===== src/hdl/param_table_pkg.sv =====
package param_table_pkg;

    // Clock and power-up timing
    localparam int unsigned CLK_PERIOD_NS = 10;
    localparam int unsigned POWER_UP_SELECT_DELAY_NS = 800;
    localparam int unsigned POWER_UP_SELECT_DELAY_CYCLES =
        (POWER_UP_SELECT_DELAY_NS + CLK_PERIOD_NS - 1) / CLK_PERIOD_NS;

    // Command opcodes
    localparam logic [7:0] OP_READ_PARAM_TABLE = 8'h5A;
    localparam logic [7:0] OP_WRITE_ENABLE = 8'h06;
    localparam logic [7:0] OP_WRITE_DISABLE = 8'h04;
    localparam logic [7:0] OP_DEEP_POWER_DOWN = 8'hB9;
    localparam logic [7:0] OP_RELEASE_POWER_DOWN = 8'hAB;

    // Frame shape in bits and clocks
    localparam logic [4:0] OPCODE_BITS = 5'h08;
    localparam logic [4:0] ADDR_BITS = 5'h18;
    localparam logic [4:0] DUMMY_CLOCKS = 5'h08;
    localparam logic [3:0] BYTE_BITS = 4'h8;

    // Table placement: byte address bits 23:4 select the 16-byte window
    localparam logic [19:0] TABLE_WINDOW = 20'h00006;
    localparam logic [23:0] SUPPLY_VOLTAGE_RANGE_WORD_OFFSET = 24'h000060;
    localparam logic [23:0] RESET_SUSPEND_WRAP_CAPS_WORD_OFFSET = 24'h000064;
    localparam logic [23:0] BLOCK_LOCK_OTP_CAPS_WORD_OFFSET = 24'h000068;
    localparam logic [23:0] RESERVED_CAPS_WORD_OFFSET = 24'h00006C;

    // Table contents
    localparam logic [31:0] SUPPLY_VOLTAGE_RANGE_WORD_VALUE = 32'h27003600;
    localparam logic [31:0] RESET_SUSPEND_WRAP_CAPS_WORD_VALUE = 32'hFFFF4FF4;
    localparam logic [31:0] BLOCK_LOCK_OTP_CAPS_WORD_VALUE = 32'hFFFFF8D9;
    localparam logic [31:0] RESERVED_CAPS_WORD_VALUE = 32'hFFFFFFFF;
    localparam logic [7:0] BLANK_BYTE = 8'hFF;

    // Values after reset
    localparam logic WRITE_ENABLE_LATCH_RESET = 1'b0;
    localparam logic DEEP_POWER_DOWN_RESET = 1'b0;
    localparam logic [5:0] PIN_SYNC_RESET = 6'h10;
    localparam logic [3:0] IO_OE_N_RESET = 4'hF;

    typedef enum logic [1:0] {
        LINES_SINGLE = 2'b00,
        LINES_DUAL = 2'b01,
        LINES_QUAD = 2'b10,
        LINES_INVALID = 2'b11
    } line_mode_type;

    typedef enum logic [2:0] {
        ST_OPCODE = 3'b000,
        ST_ADDR = 3'b001,
        ST_DUMMY = 3'b010,
        ST_DATA = 3'b011,
        ST_IGNORE = 3'b100
    } state_type;

endpackage


===== src/hdl/param_table_flash.sv =====
`timescale 1ns/1ns
module param_table_flash (
    // Clock and reset
    input wire logic sys_clk_i,
    input wire logic reset_i,
    // Serial link pins
    input wire logic link_sclk_i,
    input wire logic link_cs_n_i,
    input wire logic [3:0] io_i,
    output logic [3:0] io_o,
    output logic [3:0] io_oe_n_o,
    // Configuration from local logic
    input wire logic [1:0] line_mode_i,
    // Status
    output logic write_enable_latch_flag_o,
    output logic deep_power_down_o,
    output logic ready_o
);

    logic sclk_s;
    logic cs_n_s;
    logic [3:0] io_s;
    logic sclk_prev_q;
    logic rise;
    logic fall;

    logic [15:0] delay_cnt_q;
    logic [15:0] delay_cnt_d;
    logic ready_q;
    logic ready_d;

    param_table_pkg::state_type state_q;
    param_table_pkg::state_type state_d;
    logic [1:0] frame_mode_q;
    logic [1:0] frame_mode_d;
    logic [23:0] shift_q;
    logic [23:0] shift_d;
    logic [4:0] bit_cnt_q;
    logic [4:0] bit_cnt_d;
    logic [23:0] addr_q;
    logic [23:0] addr_d;
    logic [7:0] out_sr_q;
    logic [7:0] out_sr_d;
    logic [3:0] out_left_q;
    logic [3:0] out_left_d;
    logic [3:0] io_out_q;
    logic [3:0] io_out_d;
    logic [3:0] io_oe_n_q;
    logic [3:0] io_oe_n_d;
    logic wel_q;
    logic wel_d;
    logic dpd_q;
    logic dpd_d;
    logic load_fire;
    logic [7:0] loaded_q;
    logic [7:0] load_byte;

    pin_sync #(
        .WIDTH(6),
        .RESET_VALUE(param_table_pkg::PIN_SYNC_RESET)
    ) u_pin_sync (
        .sys_clk_i(sys_clk_i),
        .reset_i(reset_i),
        .pins_i({link_sclk_i, link_cs_n_i, io_i}),
        .pins_o({sclk_s, cs_n_s, io_s})
    );

    assign rise = sclk_s & ~sclk_prev_q;
    assign fall = ~sclk_s & sclk_prev_q;

    function automatic logic [4:0] lines_of(input logic [1:0] mode);
        case (mode)
            param_table_pkg::LINES_DUAL: lines_of = 5'h02;
            param_table_pkg::LINES_QUAD: lines_of = 5'h04;
            default: lines_of = 5'h01;
        endcase
    endfunction

    function automatic logic [23:0] shift_in(input logic [23:0] sr, input logic [1:0] mode,
                                             input logic [3:0] pins);
        case (mode)
            param_table_pkg::LINES_DUAL: shift_in = {sr[21:0], pins[1:0]};
            param_table_pkg::LINES_QUAD: shift_in = {sr[19:0], pins[3:0]};
            default: shift_in = {sr[22:0], pins[0]};
        endcase
    endfunction

    // Top bits of the byte onto the data lines, most significant first
    function automatic logic [3:0] drive_bits(input logic [7:0] b, input logic [1:0] mode);
        case (mode)
            param_table_pkg::LINES_DUAL: drive_bits = {2'b00, b[7:6]};
            param_table_pkg::LINES_QUAD: drive_bits = b[7:4];
            default: drive_bits = {2'b00, b[7], 1'b0};
        endcase
    endfunction

    function automatic logic [3:0] drive_mask(input logic [1:0] mode);
        case (mode)
            param_table_pkg::LINES_DUAL: drive_mask = 4'h3;
            param_table_pkg::LINES_QUAD: drive_mask = 4'hF;
            default: drive_mask = 4'h2;
        endcase
    endfunction

    // Table lookup, byte lane picked by the low address bits
    function automatic logic [7:0] table_byte(input logic [23:0] a);
        logic [31:0] word;
        word = param_table_pkg::RESERVED_CAPS_WORD_VALUE;
        case (a[3:2])
            2'h0: word = param_table_pkg::SUPPLY_VOLTAGE_RANGE_WORD_VALUE;
            2'h1: word = param_table_pkg::RESET_SUSPEND_WRAP_CAPS_WORD_VALUE;
            2'h2: word = param_table_pkg::BLOCK_LOCK_OTP_CAPS_WORD_VALUE;
            default: word = param_table_pkg::RESERVED_CAPS_WORD_VALUE;
        endcase
        if (a[23:4] != param_table_pkg::TABLE_WINDOW) begin
            table_byte = param_table_pkg::BLANK_BYTE;
        end else begin
            table_byte = word[8*a[1:0] +: 8];
        end
    endfunction

    // Power-up select delay
    always_comb begin
        delay_cnt_d = delay_cnt_q;
        ready_d = ready_q;
        if (!ready_q) begin
            delay_cnt_d = delay_cnt_q + 16'h0001;
            if (delay_cnt_q == 16'(param_table_pkg::POWER_UP_SELECT_DELAY_CYCLES - 1)) begin
                ready_d = 1'b1;
            end
        end
    end

    always_ff @(posedge sys_clk_i) begin
        if (reset_i) begin
            delay_cnt_q <= 16'h0000;
            ready_q <= 1'b0;
        end else begin
            delay_cnt_q <= delay_cnt_d;
            ready_q <= ready_d;
        end
    end

    assign load_fire = !cs_n_s && fall && state_q == param_table_pkg::ST_DATA &&
                       out_left_q == 4'h0;
    assign load_byte = table_byte(addr_q);

    // Frame sequencing
    always_comb begin
        logic [4:0] lines;
        logic [4:0] next_cnt;
        lines = lines_of(frame_mode_q);
        next_cnt = bit_cnt_q + lines;
        state_d = state_q;
        frame_mode_d = frame_mode_q;
        shift_d = shift_q;
        bit_cnt_d = bit_cnt_q;
        addr_d = addr_q;
        out_sr_d = out_sr_q;
        out_left_d = out_left_q;
        io_out_d = io_out_q;
        io_oe_n_d = io_oe_n_q;
        wel_d = wel_q;
        dpd_d = dpd_q;
        if (cs_n_s) begin
            state_d = param_table_pkg::ST_OPCODE;
            frame_mode_d = line_mode_i;
            bit_cnt_d = 5'h00;
            out_left_d = 4'h0;
            io_oe_n_d = param_table_pkg::IO_OE_N_RESET;
        end else begin
            case (state_q)
                param_table_pkg::ST_OPCODE: begin
                    if (rise) begin
                        shift_d = shift_in(shift_q, frame_mode_q, io_s);
                        bit_cnt_d = next_cnt;
                        if (next_cnt == param_table_pkg::OPCODE_BITS) begin
                            bit_cnt_d = 5'h00;
                            state_d = param_table_pkg::ST_IGNORE;
                            if (!ready_q) begin
                                state_d = param_table_pkg::ST_IGNORE;
                            end else if (frame_mode_q == param_table_pkg::LINES_INVALID) begin
                                state_d = param_table_pkg::ST_IGNORE;
                            end else if (dpd_q) begin
                                if (shift_d[7:0] == param_table_pkg::OP_RELEASE_POWER_DOWN) begin
                                    dpd_d = 1'b0;
                                end
                            end else begin
                                case (shift_d[7:0])
                                    param_table_pkg::OP_READ_PARAM_TABLE: begin
                                        state_d = param_table_pkg::ST_ADDR;
                                    end
                                    param_table_pkg::OP_WRITE_ENABLE: begin
                                        wel_d = 1'b1;
                                    end
                                    param_table_pkg::OP_WRITE_DISABLE: begin
                                        wel_d = 1'b0;
                                    end
                                    param_table_pkg::OP_DEEP_POWER_DOWN: begin
                                        dpd_d = 1'b1;
                                    end
                                    default: begin
                                        state_d = param_table_pkg::ST_IGNORE;
                                    end
                                endcase
                            end
                        end
                    end
                end
                param_table_pkg::ST_ADDR: begin
                    if (rise) begin
                        shift_d = shift_in(shift_q, frame_mode_q, io_s);
                        bit_cnt_d = next_cnt;
                        if (next_cnt == param_table_pkg::ADDR_BITS) begin
                            addr_d = shift_d;
                            bit_cnt_d = 5'h00;
                            state_d = param_table_pkg::ST_DUMMY;
                        end
                    end
                end
                param_table_pkg::ST_DUMMY: begin
                    if (rise) begin
                        bit_cnt_d = bit_cnt_q + 5'h01;
                        if (bit_cnt_q == param_table_pkg::DUMMY_CLOCKS - 5'h01) begin
                            state_d = param_table_pkg::ST_DATA;
                        end
                    end
                end
                param_table_pkg::ST_DATA: begin
                    if (fall) begin
                        io_oe_n_d = ~drive_mask(frame_mode_q);
                        if (out_left_q == 4'h0) begin
                            io_out_d = drive_bits(load_byte, frame_mode_q);
                            out_sr_d = load_byte << lines;
                            out_left_d = param_table_pkg::BYTE_BITS - lines[3:0];
                            addr_d = addr_q + 24'h000001;
                        end else begin
                            io_out_d = drive_bits(out_sr_q, frame_mode_q);
                            out_sr_d = out_sr_q << lines;
                            out_left_d = out_left_q - lines[3:0];
                        end
                    end
                end
                param_table_pkg::ST_IGNORE: begin
                    state_d = param_table_pkg::ST_IGNORE;
                end
                default: begin
                    state_d = param_table_pkg::ST_IGNORE;
                end
            endcase
        end
    end

    always_ff @(posedge sys_clk_i) begin
        if (reset_i) begin
            sclk_prev_q <= 1'b0;
            state_q <= param_table_pkg::ST_OPCODE;
            frame_mode_q <= param_table_pkg::LINES_SINGLE;
            shift_q <= 24'h000000;
            bit_cnt_q <= 5'h00;
            addr_q <= 24'h000000;
            out_sr_q <= 8'h00;
            out_left_q <= 4'h0;
            io_out_q <= 4'h0;
            io_oe_n_q <= param_table_pkg::IO_OE_N_RESET;
            wel_q <= param_table_pkg::WRITE_ENABLE_LATCH_RESET;
            dpd_q <= param_table_pkg::DEEP_POWER_DOWN_RESET;
            loaded_q <= 8'h00;
        end else begin
            sclk_prev_q <= sclk_s;
            state_q <= state_d;
            frame_mode_q <= frame_mode_d;
            shift_q <= shift_d;
            bit_cnt_q <= bit_cnt_d;
            addr_q <= addr_d;
            out_sr_q <= out_sr_d;
            out_left_q <= out_left_d;
            io_out_q <= io_out_d;
            io_oe_n_q <= io_oe_n_d;
            wel_q <= wel_d;
            dpd_q <= dpd_d;
            loaded_q <= load_fire ? load_byte : loaded_q;
        end
    end

    assign io_o = io_out_q;
    assign io_oe_n_o = io_oe_n_q;
    assign write_enable_latch_flag_o = wel_q;
    assign deep_power_down_o = dpd_q;
    assign ready_o = ready_q;
endmodule


===== src/hdl/pin_sync.sv =====
`timescale 1ns/1ns
module pin_sync #(
    parameter int WIDTH = 6,
    parameter logic [WIDTH-1:0] RESET_VALUE = '0
) (
    // Clock and reset
    input wire logic sys_clk_i,
    input wire logic reset_i,
    // Pins in, synchronised out
    input wire logic [WIDTH-1:0] pins_i,
    output logic [WIDTH-1:0] pins_o
);

    logic [WIDTH-1:0] first_q;
    logic [WIDTH-1:0] second_q;

    // First stage feeds only the second stage
    always_ff @(posedge sys_clk_i) begin
        if (reset_i) begin
            first_q <= RESET_VALUE;
            second_q <= RESET_VALUE;
        end else begin
            first_q <= pins_i;
            second_q <= first_q;
        end
    end

    assign pins_o = second_q;

endmodule


===== config.mk =====
export PLATFORM = sky130hd
export DESIGN_NAME = param_table_flash
export DESIGN_NICKNAME = d
export VERILOG_FILES = /design/src/hdl/param_table_pkg.sv /design/src/hdl/param_table_flash.sv /design/src/hdl/pin_sync.sv
export SDC_FILE = /design/constraint.sdc
export NUM_CORES = 1
export LEC_CHECK = 0
export BUFFER_PORTS_ARGS = -buffer_cell sky130_fd_sc_hd__buf_2
export CAP_MARGIN = 20
export CORE_MARGIN = 8
export CORE_UTILIZATION = 50
export DETAILED_ROUTE_END_ITERATION = 12
export PLACE_DENSITY = 0.71
export RECOVER_POWER = 25
export SLEW_MARGIN = 20
export SYNTH_ARGS = -nofsm -noshare
export SYNTH_HDL_FRONTEND = slang
export SYNTH_HIERARCHICAL = 1
export SYNTH_SLANG_ARGS = --single-unit

===== constraint.sdc =====
create_clock -name sys_clk_i -period 3.4 [get_ports sys_clk_i]
set_input_delay 0.34 -clock sys_clk_i [delete_from_list [all_inputs] [get_ports sys_clk_i]]
set_output_delay 0.34 -clock sys_clk_i [all_outputs]
set_load 0.01 [all_outputs]

==> impl_metrics.py, run 1 <==
metrics = {
    "logic_synthesis": {
        "async_reset_ff_share_pct": 0,
        "synth_top_family_by_area": "simple AND/OR/NAND/NOR gates",
        "ys_types": 73,
        "synth_xor_xnor_area_share_pct": 3.45,
        "synth.cells.most_frequent": "nand2_1 (115), dfxtp_1 (108), nor2_1 (73)",
        "synth.mux.area_fraction_pct": 1.28,
        "dominantRegCellSynth": "dfxtp_1",
        "synth_simple_gate_area_share_pct": 26.7,
        "synth-seq-area-share_pct": 34.0,
        "synth-seq-cells": 108,
        "synth_fa_ha_area_share_pct": 2.36,
        "synth_enable_flop_cells": 0,
        "share_of_yosys_cell_area_claimed_by_the_top_area_cell_type_pct": 34.0,
        "most_instantiated_library_cell_after_synthesis": "nand2_1",
        "synth-compound-area-share_pct": 25.7,
        "average_footprint_of_a_synthesized_cell_sq_um": 7.63,
        "synth_warnings": 6,
        "synth.top_cells.by_area": "dfxtp_1 (34%), nand2_1 (6.8%), a21oi_1 (5.5%), o21ai_0 (4.8%), nor2_1 (4.3%)",
        "yosysTopAreaCell": "dfxtp_1",
        "netlist_area_sq_mm": 0.00635,
        "mappedNetlistNets": 855,
        "syn-instance-count": 833,
    },
    "global_route": {
        "antenna_violations_before_repair": 0,
        "grt_pass1_wl_um": 27700,
        "grt_start_max_net_pins": 57,
        "global_route.overflow_total": 0,
        "via_count_of_the_first_global_routing_pass": 5550,
        "global_route.usage.total_pct": 20.5,
    },
    "clock_tree": {
        "clock_tree.root_cell": "clkbuf_16",
        "longest_clk_path_bufs": 2,
        "worst_setup_hold_path_clk_slew_ns": 0.08,
        "cts_buffers": 9,
        "worst_skew_pair.late_latency_ns": 0.37,
        "clock_tree.htree_level_count": 3,
        "cts_hold_repair.buffers": 0,
        "tritoncts_clock_tree": "done",
        "clock_sink_count": 108,
    },
    "sta": {
        "unrepaired_setup_endpoints_after_global_routing": "no",
        "worstMarginPinSlew_ns": 1.75,
        "upper_clock_frequency_limit_mhz": 312,
        "setup_viol": 0,
        "fin_setup_tns_ns": 0,
        "finalClockSkew_ns": 0.0125,
        "worst_slew_margin_rel_pct": -16.8,
        "report.final.slew_viol_count": 41,
        "hold_violations": 0,
        "final_period_minus_worst_setup_slack_ns": 3.21,
        "period_share_pct": 94.3,
    },
    "detailed_routing": {
        "total_number_of_vias": 6059,
        "first_iter_violations": 549,
        "antenna_left": 0,
        "detailedRoute.firstPassIterationCount": 8,
        "route.final.wire_length_um": 16600,
        "drt_wl_cell_um": 16.7,
        "detail_route.drc_violations": 0,
        "routed_via_density": 6.08,
    },
    "final_layout": {
        "postLayoutCoreUtil_pct": 54.5,
        "fin_nets": 842,
        "post_route_cells_drive_above_1_share_pct": 9.21,
        "final_layout_fill_cell_count": 1208,
        "area.growth.synth_to_final_pct": 7.41,
        "diodes": 0,
    },
    "job": {
        "maxCapViolCount": 1,
    },
    "place": {
        "dp_hpwl_um": 11700,
        "numPortBuffers": 20,
        "place_congestion": 0.920,
    },
    "die": {
        "initial_core_util_pct": 50.7,
        "die_h_um": 129,
        "floorplan.die.width_um": 129,
        "core_region_area_sq_mm": 0.0125,
        "top_level_ports": 21,
        "num_rows": 41,
        "dieArea_sq_mm": 0.0166,
    },
    "status": {
        "run_status": "complete, but fails checks",
        "violations": "capacitance limit, slew limit",
    },
    "critical_path": {
        "critPathArrivalTime_ns": 3.47,
        "cp-end-kind": "register",
        "ff2ff_setup_slack_ns": 0.19,
        "critical_path.max_fanout": 26,
        "timing.critical_path.required_ns": 3.66,
        "critPathLaunchType": "register",
        "path_type_of_the_worst_setup_path": "reg -> reg",
    },
    "power": {
        "power_density_mw_per_mm2": 381,
        "peakVddDrop_mv": 0.356,
        "leakagePower_nw": 2.32,
    },
    "hold_path": {
        "worst_hold_path_type": "in -> reg",
    },
}
power breakdown:
group	switching, mW	internal [mW]	total (mW)	leakage (nW)
combinational	0.146	0.0778	0.224	1.29
sequential	0.0129	1.28	1.29	0.874
clock	0.552	0.531	1.08	0.152
total	0.711	1.89	2.60	2.32
routing by layer:
layer | track usage (%) | part of all wire (%) | wire length, um
met1 | 26.0 | 45 | 7490
met2 | 32.5 | 46 | 7660
met3 | 4.88 | 5.9 | 987
met4 | 9.19 | 3.0 | 492
met5 | 0 | 0 | 0
through the flow:
step	cells	worst slack (ns)	power, mW	hold WS, ns	cell area [sq um]
after floorplan	833	0.551	1.48	0.383	6350
after global placement	981	0.203	1.53	0.390	6520
after detailed placement	981	0.0498	1.54	0.390	6520
after CTS	997	0.0390	2.62	0.135	6830
after global routing	997	0.000485	2.71	0.160	6820
final	997	0.194	2.60	0.152	6820
registers in the layout, indices dropped and copies added, names as in the netlist:
register                   cells
addr_q                        24
shift_q                       23
delay_cnt_q                   16
out_sr_q                       8
u_pin_sync/first_q             6
u_pin_sync/pins_o              6
bit_cnt_q                      5
io_o                           4
out_left_q                     4
io_oe_n_o                      3
state_q                        3
frame_mode_q                   2
deep_power_down_o              1
ready_o                        1
sclk_prev_q                    1
write_enable_latch_flag_o      1
area by class of cell:
cell class / count / area [sq um] / share of cell area (%)
multi-input cells: 642 / 3790 / 55.6
flip-flops and latches: 108 / 2160 / 31.7
repair buffers: 42 / 280 / 4.11
clock buffers: 9 / 225 / 3.30
well taps: 172 / 215 / 3.15
clock inverters: 7 / 83.8 / 1.23
inverters: 17 / 63.8 / 0.935
placed cells by master, fill, tap and decap left out, types with 5 or more instances in the layout:
cell,instances
nor3_1,39
a22oi_1,23
a211oi_1,9
inv_1,17
nand2b_1,12
a21oi_1,69
mux2i_1,7
nor4_1,11
and3_1,10
nor2_1,73
or3_1,5
nand4_1,11
and2_1,5
nand2_1,115
a31oi_1,8
a211oi_2,5
clkbuf_1,11
o21a_1,6
xor2_1,17
dfxtp_1,108
nor2b_1,19
buf_4,19
buf_2,9
ha_1,12
o31ai_1,7
nand3_1,25
a31o_2,5
o21ai_0,61
xnor2_1,8
clkbuf_16,9
o211ai_1,6
critical path, stage by stage, from the launching register on:
cell	delay [ns]
dfxtp_1	0.42
inv_1	0.09
ha_1	0.32
ha_1	0.22
ha_1	0.23
a21oi_2	0.17
nand2_1	0.09
nor3_1	0.23
a311oi_2	0.09
buf_4	0.20
o41ai_4	0.45
buf_12	0.23
o21ai_0	0.11
a31o_2	0.24
kinds of logic (layout without fill, tap and decap cells):
family | after synthesis | in the layout
simple gates | 351 | 351
mux | 8 | 8
buf+inv | 83 | 75
flops | 108 | 108
xor+xnor | 25 | 25
compound gates | 246 | 246
fa+ha+maj | 12 | 12
timing repair:
item / CTS / global route
setup endpoints to repair: 0 / 21
gates resized for setup: 0 / 3
setup buffers: 0 / 0
worst paths after layout:
path,start,end,depth (start not counted)
max,frame_mode_q[0]$_SDFFE_PP0P_,addr_q[7]$_SDFFE_PP0P_,13
min,link_cs_n_i,u_pin_sync/first_q[4]$_SDFF_PP1_,2
max reg2reg,frame_mode_q[0]$_SDFFE_PP0P_,addr_q[7]$_SDFFE_PP0P_,13
min reg2reg,u_pin_sync/first_q[4]$_SDFF_PP1_,u_pin_sync/pins_o[4]$_SDFF_PP1_,1
Note: power is estimated with default switching activity, not from simulation.
==> run 2: changes to the inputs <==
Clock period 3.4 ns to 3.78 ns, I/O delays scaled along.
==> impl_metrics.py, run 2 (synthesized netlist as in run 1, its figures left out) <==
metrics = {
    "status": {
        "run_status": "complete, but fails checks",
        "violations": "capacitance limit, slew limit",
    },
    "hold_path": {
        "worst_hold_path_type": "in -> reg",
    },
    "detailed_routing": {
        "antenna_left": 0,
        "total_number_of_vias": 6056,
        "met3RoutedLength_um": 949,
        "routed_via_density": 6.11,
        "detail_route.drc_violations": 0,
        "route.final.wire_length_um": 16700,
        "maxUsedRoutingLayer": "met4",
        "met2RoutedLength_um": 7930,
        "drt-met1-wl_um": 7330,
        "drt_wl_cell_um": 16.8,
        "detailedRoute.firstPassIterationCount": 7,
        "first_iter_violations": 647,
    },
    "sta": {
        "worst_slew_margin_rel_pct": -21.5,
        "finalClockSkew_ns": 0.00578,
        "report.final.slew_viol_count": 44,
        "fin_setup_tns_ns": 0,
        "final_period_minus_worst_setup_slack_ns": 3.43,
        "unrepaired_setup_endpoints_after_global_routing": "no",
        "upper_clock_frequency_limit_mhz": 292,
        "period_share_pct": 90.7,
        "setup_viol": 0,
        "worstMarginPinSlew_ns": 1.82,
        "hold_violations": 0,
    },
    "final_layout": {
        "fin_nets": 836,
        "mostFrequentLayoutCells": "nand2_1 (115), dfxtp_1 (108), nor2_1 (73)",
        "biggestRegsByFlops": "addr_q (24), shift_q (23), delay_cnt_q (16)",
        "register_ranked_first_by_flip_flop_count": "addr_q",
        "mostFrequentLayoutCell": "nand2_1",
        "post_route_cells_drive_above_1_share_pct": 8.42,
        "diodes": 0,
        "largest_reg_flops": 24,
        "area.growth.synth_to_final_pct": 5.77,
    },
    "power": {
        "power_density_mw_per_mm2": 339,
        "leakagePower_nw": 2.27,
        "peakVddDrop_mv": 0.259,
        "cellInternalPower_mw": 1.67,
        "sw_frac_of_total_pct": 26.4,
        "seq_power_share_pct": 51.0,
        "power_frac_comb_pct": 8.6,
        "total_switching_power_uw": 602,
        "power_share_of_the_clock_group_pct": 40.4,
        "total_power_consumption_of_the_routed_design_mw": 2.27,
    },
    "job": {
        "maxCapViolCount": 1,
    },
    "clock_tree": {
        "cts_buffers": 9,
        "worst_setup_hold_path_clk_slew_ns": 0.07,
        "worst_skew_pair.late_latency_ns": 0.36,
        "tritoncts_clock_tree": "done",
        "longest_clk_path_bufs": 2,
        "clock_sink_count": 108,
        "clock_tree.root_cell": "clkbuf_16",
        "clock_tree.htree_level_count": 3,
    },
    "die": {
        "num_rows": 41,
        "dieArea_sq_mm": 0.0166,
        "floorplan.die.width_um": 129,
        "top_level_ports": 21,
        "die_h_um": 129,
        "core_region_area_sq_mm": 0.0125,
        "initial_core_util_pct": 50.7,
    },
    "global_route": {
        "grt_start_max_net_pins": 66,
        "global_route.overflow_total": 0,
        "via_count_of_the_first_global_routing_pass": 5548,
        "grt_pass1_wl_um": 27700,
        "global_route.usage.total_pct": 20.6,
        "antenna_violations_before_repair": 0,
    },
    "critical_path": {
        "timing.critical_path.required_ns": 3.98,
        "timing.critical_path.buf_inv": 3,
        "critPathLaunchType": "register",
        "path_type_of_the_worst_setup_path": "reg -> reg",
        "critical_path.max_fanout": 65,
        "crit_path_cell_trace": "inv_1 > ha_1 > buf_4 > inv_1 > o21ai_0 > nand3_1 > or4b_2 > nor4_1 > mux2i_1 > nor2_1",
        "critPathArrivalTime_ns": 3.62,
        "cp_slowest_stage_delay_ns": 0.68,
        "timing.critical_path.max_delay_family": "simple AND/OR/NAND/NOR gates",
        "cp-end-kind": "register",
        "critical-path-slowest-cell": "or4b_2",
        "crit_top_cell": "inv_1",
    },
    "place": {
        "place_congestion": 0.895,
        "dp_hpwl_um": 11800,
        "numPortBuffers": 20,
    },
}
[run 2: cell count changes in the layout (fill, tap and decap cells not counted), moves of 2 or more]
cell      previous run  this run
buf_4               19        15
clkinv_4             0         3
buf_12               2         0
clkinv_8             2         0
inv_8                3         1
[run 2: through the flow]
step	utilization, %	instance area (sq um)	hold slack (ns)	std cells	worst slack (ns)
2_1_floorplan	-	6350	0.383	833	0.931
3_3_place_gp	51.6	6460	0.400	975	0.360
3_5_place_dp	51.6	6460	0.401	975	0.164
4_1_cts	53.9	6750	0.184	991	0.151
5_1_grt	53.7	6720	0.200	991	0.105
6_report	53.7	6720	0.192	991	0.353
[run 2: path summary, 6_finish.rpt]
| check | endpoint | start | slack [ns] | cells past startpoint |
|---|---|---|---|---|
| setup / recovery | write_enable_latch_flag_o$_SDFFE_PP0P_ | frame_mode_q[0]$_SDFFE_PP0P_ | 0.35 | 10 |
| hold / removal | u_pin_sync/first_q[4]$_SDFF_PP1_ | link_cs_n_i | 0.19 | 2 |
| hold reg to reg | u_pin_sync/pins_o[4]$_SDFF_PP1_ | u_pin_sync/first_q[4]$_SDFF_PP1_ | 0.41 | 1 |
| setup reg to reg | write_enable_latch_flag_o$_SDFFE_PP0P_ | frame_mode_q[0]$_SDFFE_PP0P_ | 0.35 | 10 |
[run 2: final cells by class]
cell class,count,area [sq um]
timing repair buffer,36,204
sequential,108,2160
tap,172,215
clock inverter,7,60.1
fill,1254,5800
multi-input combinational,642,3790
inverter,17,63.8
clock buffer,9,225
[run 2: what timing repair did]
action,CTS,global route
gates resized for setup,0,1
buffers inserted,0,0
hold buffers,0,0
setup endpoints to repair,0,11
[run 2: worst register-to-register path, stage by stage (launching register included)]
cell and delay (ns):
dfxtp_1 0.41, inv_1 0.08, ha_1 0.32, buf_4 0.48, inv_1 0.15, o21ai_0 0.41, nand3_1 0.16, or4b_2 0.68
nor4_1 0.30, mux2i_1 0.22, nor2_1 0.05
[run 2: metal layers]
metal / vias to the layer above / global-route usage, %
met5: - / 0
met2: 193 / 33.4
met3: 37 / 4.84
li1: 2963 / -
met4: 0 / 7.95
met1: 2863 / 25.9
[run 2: power groups by stage]
stage / registers, mW / clock network [mW] / logic, mW
CTS: 1.16 / 0.947 / 0.196
detailed placement: 1.19 / 0 / 0.195
finish: 1.16 / 0.918 / 0.196
global route: 1.16 / 0.990 / 0.215
global placement: 1.19 / 0 / 0.192
floorplan: 1.18 / 0 / 0.148
==> run 3: changes to the inputs <==
Settings changed: GPL_TIMING_DRIVEN from default to 0.
==> impl_metrics.py, run 3 (synthesized netlist as in run 1, its figures left out) <==
metrics = {
    "critical_path": {
        "crit_top_cell": "inv_1",
        "cp_slowest_stage_delay_ns": 0.70,
        "crit_path_cell_trace": "inv_1 > ha_1 > buf_2 > inv_1 > o21ai_1 > nand3_1 > or4b_2 > nor4_1 > mux2i_1 > nor2_1",
        "timing.critical_path.buf_inv": 3,
        "path_type_of_the_worst_setup_path": "reg -> reg",
        "cp-end-kind": "register",
        "timing.critical_path.required_ns": 4.02,
        "critPathArrivalTime_ns": 3.66,
        "critical-path-slowest-cell": "or4b_2",
        "critPathLaunchType": "register",
        "critical_path.max_fanout": 10,
        "timing.critical_path.max_delay_family": "simple AND/OR/NAND/NOR gates",
    },
    "sta": {
        "finalClockSkew_ns": 0.00737,
        "setup_viol": 0,
        "final_period_minus_worst_setup_slack_ns": 3.42,
        "report.final.slew_viol_count": 0,
        "worstMarginPinSlew_ns": 1.02,
        "unrepaired_setup_endpoints_after_global_routing": "no",
        "period_share_pct": 90.4,
        "worst_slew_margin_rel_pct": 31.3,
        "hold_violations": 0,
        "fin_setup_tns_ns": 0,
        "upper_clock_frequency_limit_mhz": 293,
        "final.hold.worst_slack_ns": 0.188,
    },
    "place": {
        "place_congestion": 0.956,
        "dp_hpwl_um": 13300,
        "numPortBuffers": 20,
    },
    "detailed_routing": {
        "antenna_left": 0,
        "total_number_of_vias": 6384,
        "drt_wl_cell_um": 17.7,
        "route.final.wire_length_um": 18500,
        "detailedRoute.firstPassIterationCount": 7,
        "routed_via_density": 6.13,
        "detail_route.drc_violations": 0,
        "first_iter_violations": 756,
    },
    "die": {
        "top_level_ports": 21,
        "initial_core_util_pct": 50.7,
        "floorplan.die.width_um": 129,
        "core_region_area_sq_mm": 0.0125,
        "die_h_um": 129,
        "dieArea_sq_mm": 0.0166,
        "num_rows": 41,
    },
    "final_layout": {
        "post_route_cells_drive_above_1_share_pct": 7.24,
        "mostFrequentLayoutCell": "nand2_1",
        "biggestRegsByFlops": "addr_q (24), shift_q (23), delay_cnt_q (16)",
        "fin_nets": 887,
        "largest_reg_flops": 24,
        "area.growth.synth_to_final_pct": 9.47,
        "multi_input_area_sq_mm": 0.00378,
        "ff_latch_area_sq_mm": 0.00216,
        "register_ranked_first_by_flip_flop_count": "addr_q",
        "mostFrequentLayoutCells": "nand2_1 (115), dfxtp_1 (108), nor2_1 (73)",
        "diodes": 0,
        "final_layout_fill_cell_count": 1267,
    },
    "job": {
        "maxCapViolCount": 0,
    },
    "power": {
        "peakVddDrop_mv": 0.222,
        "leakagePower_nw": 2.33,
        "power_density_mw_per_mm2": 341,
    },
    "clock_tree": {
        "longest_clk_path_bufs": 2,
        "clock_tree.htree_level_count": 3,
        "worst_setup_hold_path_clk_slew_ns": 0.08,
        "cts_repair_resize_count": 0,
        "worst_skew_pair.late_latency_ns": 0.37,
        "cts_buffers": 9,
        "clock_sink_count": 108,
        "clock_tree.root_cell": "clkbuf_16",
        "cts_hold_repair.buffers": 0,
        "tritoncts_clock_tree": "done",
        "post_cts_setup_buffer_count": 0,
    },
    "global_route": {
        "global_route.usage.total_pct": 22.9,
        "antenna_violations_before_repair": 0,
        "grt_pass1_wl_um": 30200,
        "via_count_of_the_first_global_routing_pass": 5782,
        "global_route.overflow_total": 0,
        "grt_start_max_net_pins": 23,
    },
    "status": {
        "run_status": "completed",
    },
    "hold_path": {
        "worst_hold_path_type": "in -> reg",
    },
}
run 3: cell types whose count changed in the layout (fill, tap and decap cells not counted), sizes merged:
cell         previous run  this run
clkbuf                 21        72
buf                    24        23
clkinv                  4         3
dlygate4sd3             0         1
inv                    20        21
run 3: final cells by class:
class                      count  area share [%]
tap                          172            3.09
multi-input combinational    642            54.4
clock inverter                 7            1.24
timing repair buffer          21            1.30
inverter                      17           0.918
sequential                   108            31.1
clock buffer                   9            3.24
buffer                        66            4.73
run 3: worst paths after layout:
kind | slack [ns] | endpoint | startpoint | depth (start not counted)
worst max register to register | 0.36 | write_enable_latch_flag_o$_SDFFE_PP0P_ | frame_mode_q[0]$_SDFFE_PP0P_ | 10
worst min-delay path | 0.19 | u_pin_sync/first_q[4]$_SDFF_PP1_ | link_cs_n_i | 2
worst max-delay path | 0.36 | write_enable_latch_flag_o$_SDFFE_PP0P_ | frame_mode_q[0]$_SDFFE_PP0P_ | 10
worst min register to register | 0.44 | u_pin_sync/pins_o[4]$_SDFF_PP1_ | u_pin_sync/first_q[4]$_SDFF_PP1_ | 1
run 3: through the flow:
stage | power, mW | worst slack [ns] | cells | util [%] | area [sq um]
2_1_floorplan | 1.33 | 0.931 | 833 | - | 6350
3_3_place_gp | 1.39 | 0.216 | 1025 | 53.3 | 6670
3_5_place_dp | 1.39 | 0.231 | 1026 | 53.4 | 6680
4_1_cts | 2.38 | 0.169 | 1042 | 55.8 | 6990
5_1_grt | 2.44 | 0.178 | 1042 | 55.6 | 6950
6_report | 2.37 | 0.362 | 1042 | 55.6 | 6950
run 3: metal layers:
metal	vias up	part of all wire, %	track usage [%]
li1	3068	-	-
met1	2983	46	31.5
met2	298	44	35.0
met3	35	7.7	3.89
met4	0	2.3	8.36
met5	-	0	0
run 3: worst reg2reg max path: cells and delay by family (launching register included):
family	cells	cell delay (ns)
compound gates	1	0.44
mux	1	0.24
simple gates	4	1.31
buf+inv	3	0.54
fa+ha+maj	1	0.34
flops	1	0.42
run 3: power breakdown:
part	total (mW)	switching (mW)	internal (mW)	leakage, nW
registers	1.16	0.00936	1.15	0.874
logic	0.213	0.146	0.0675	1.31
clock network	0.997	0.519	0.479	0.151
total	2.37	0.674	1.69	2.33
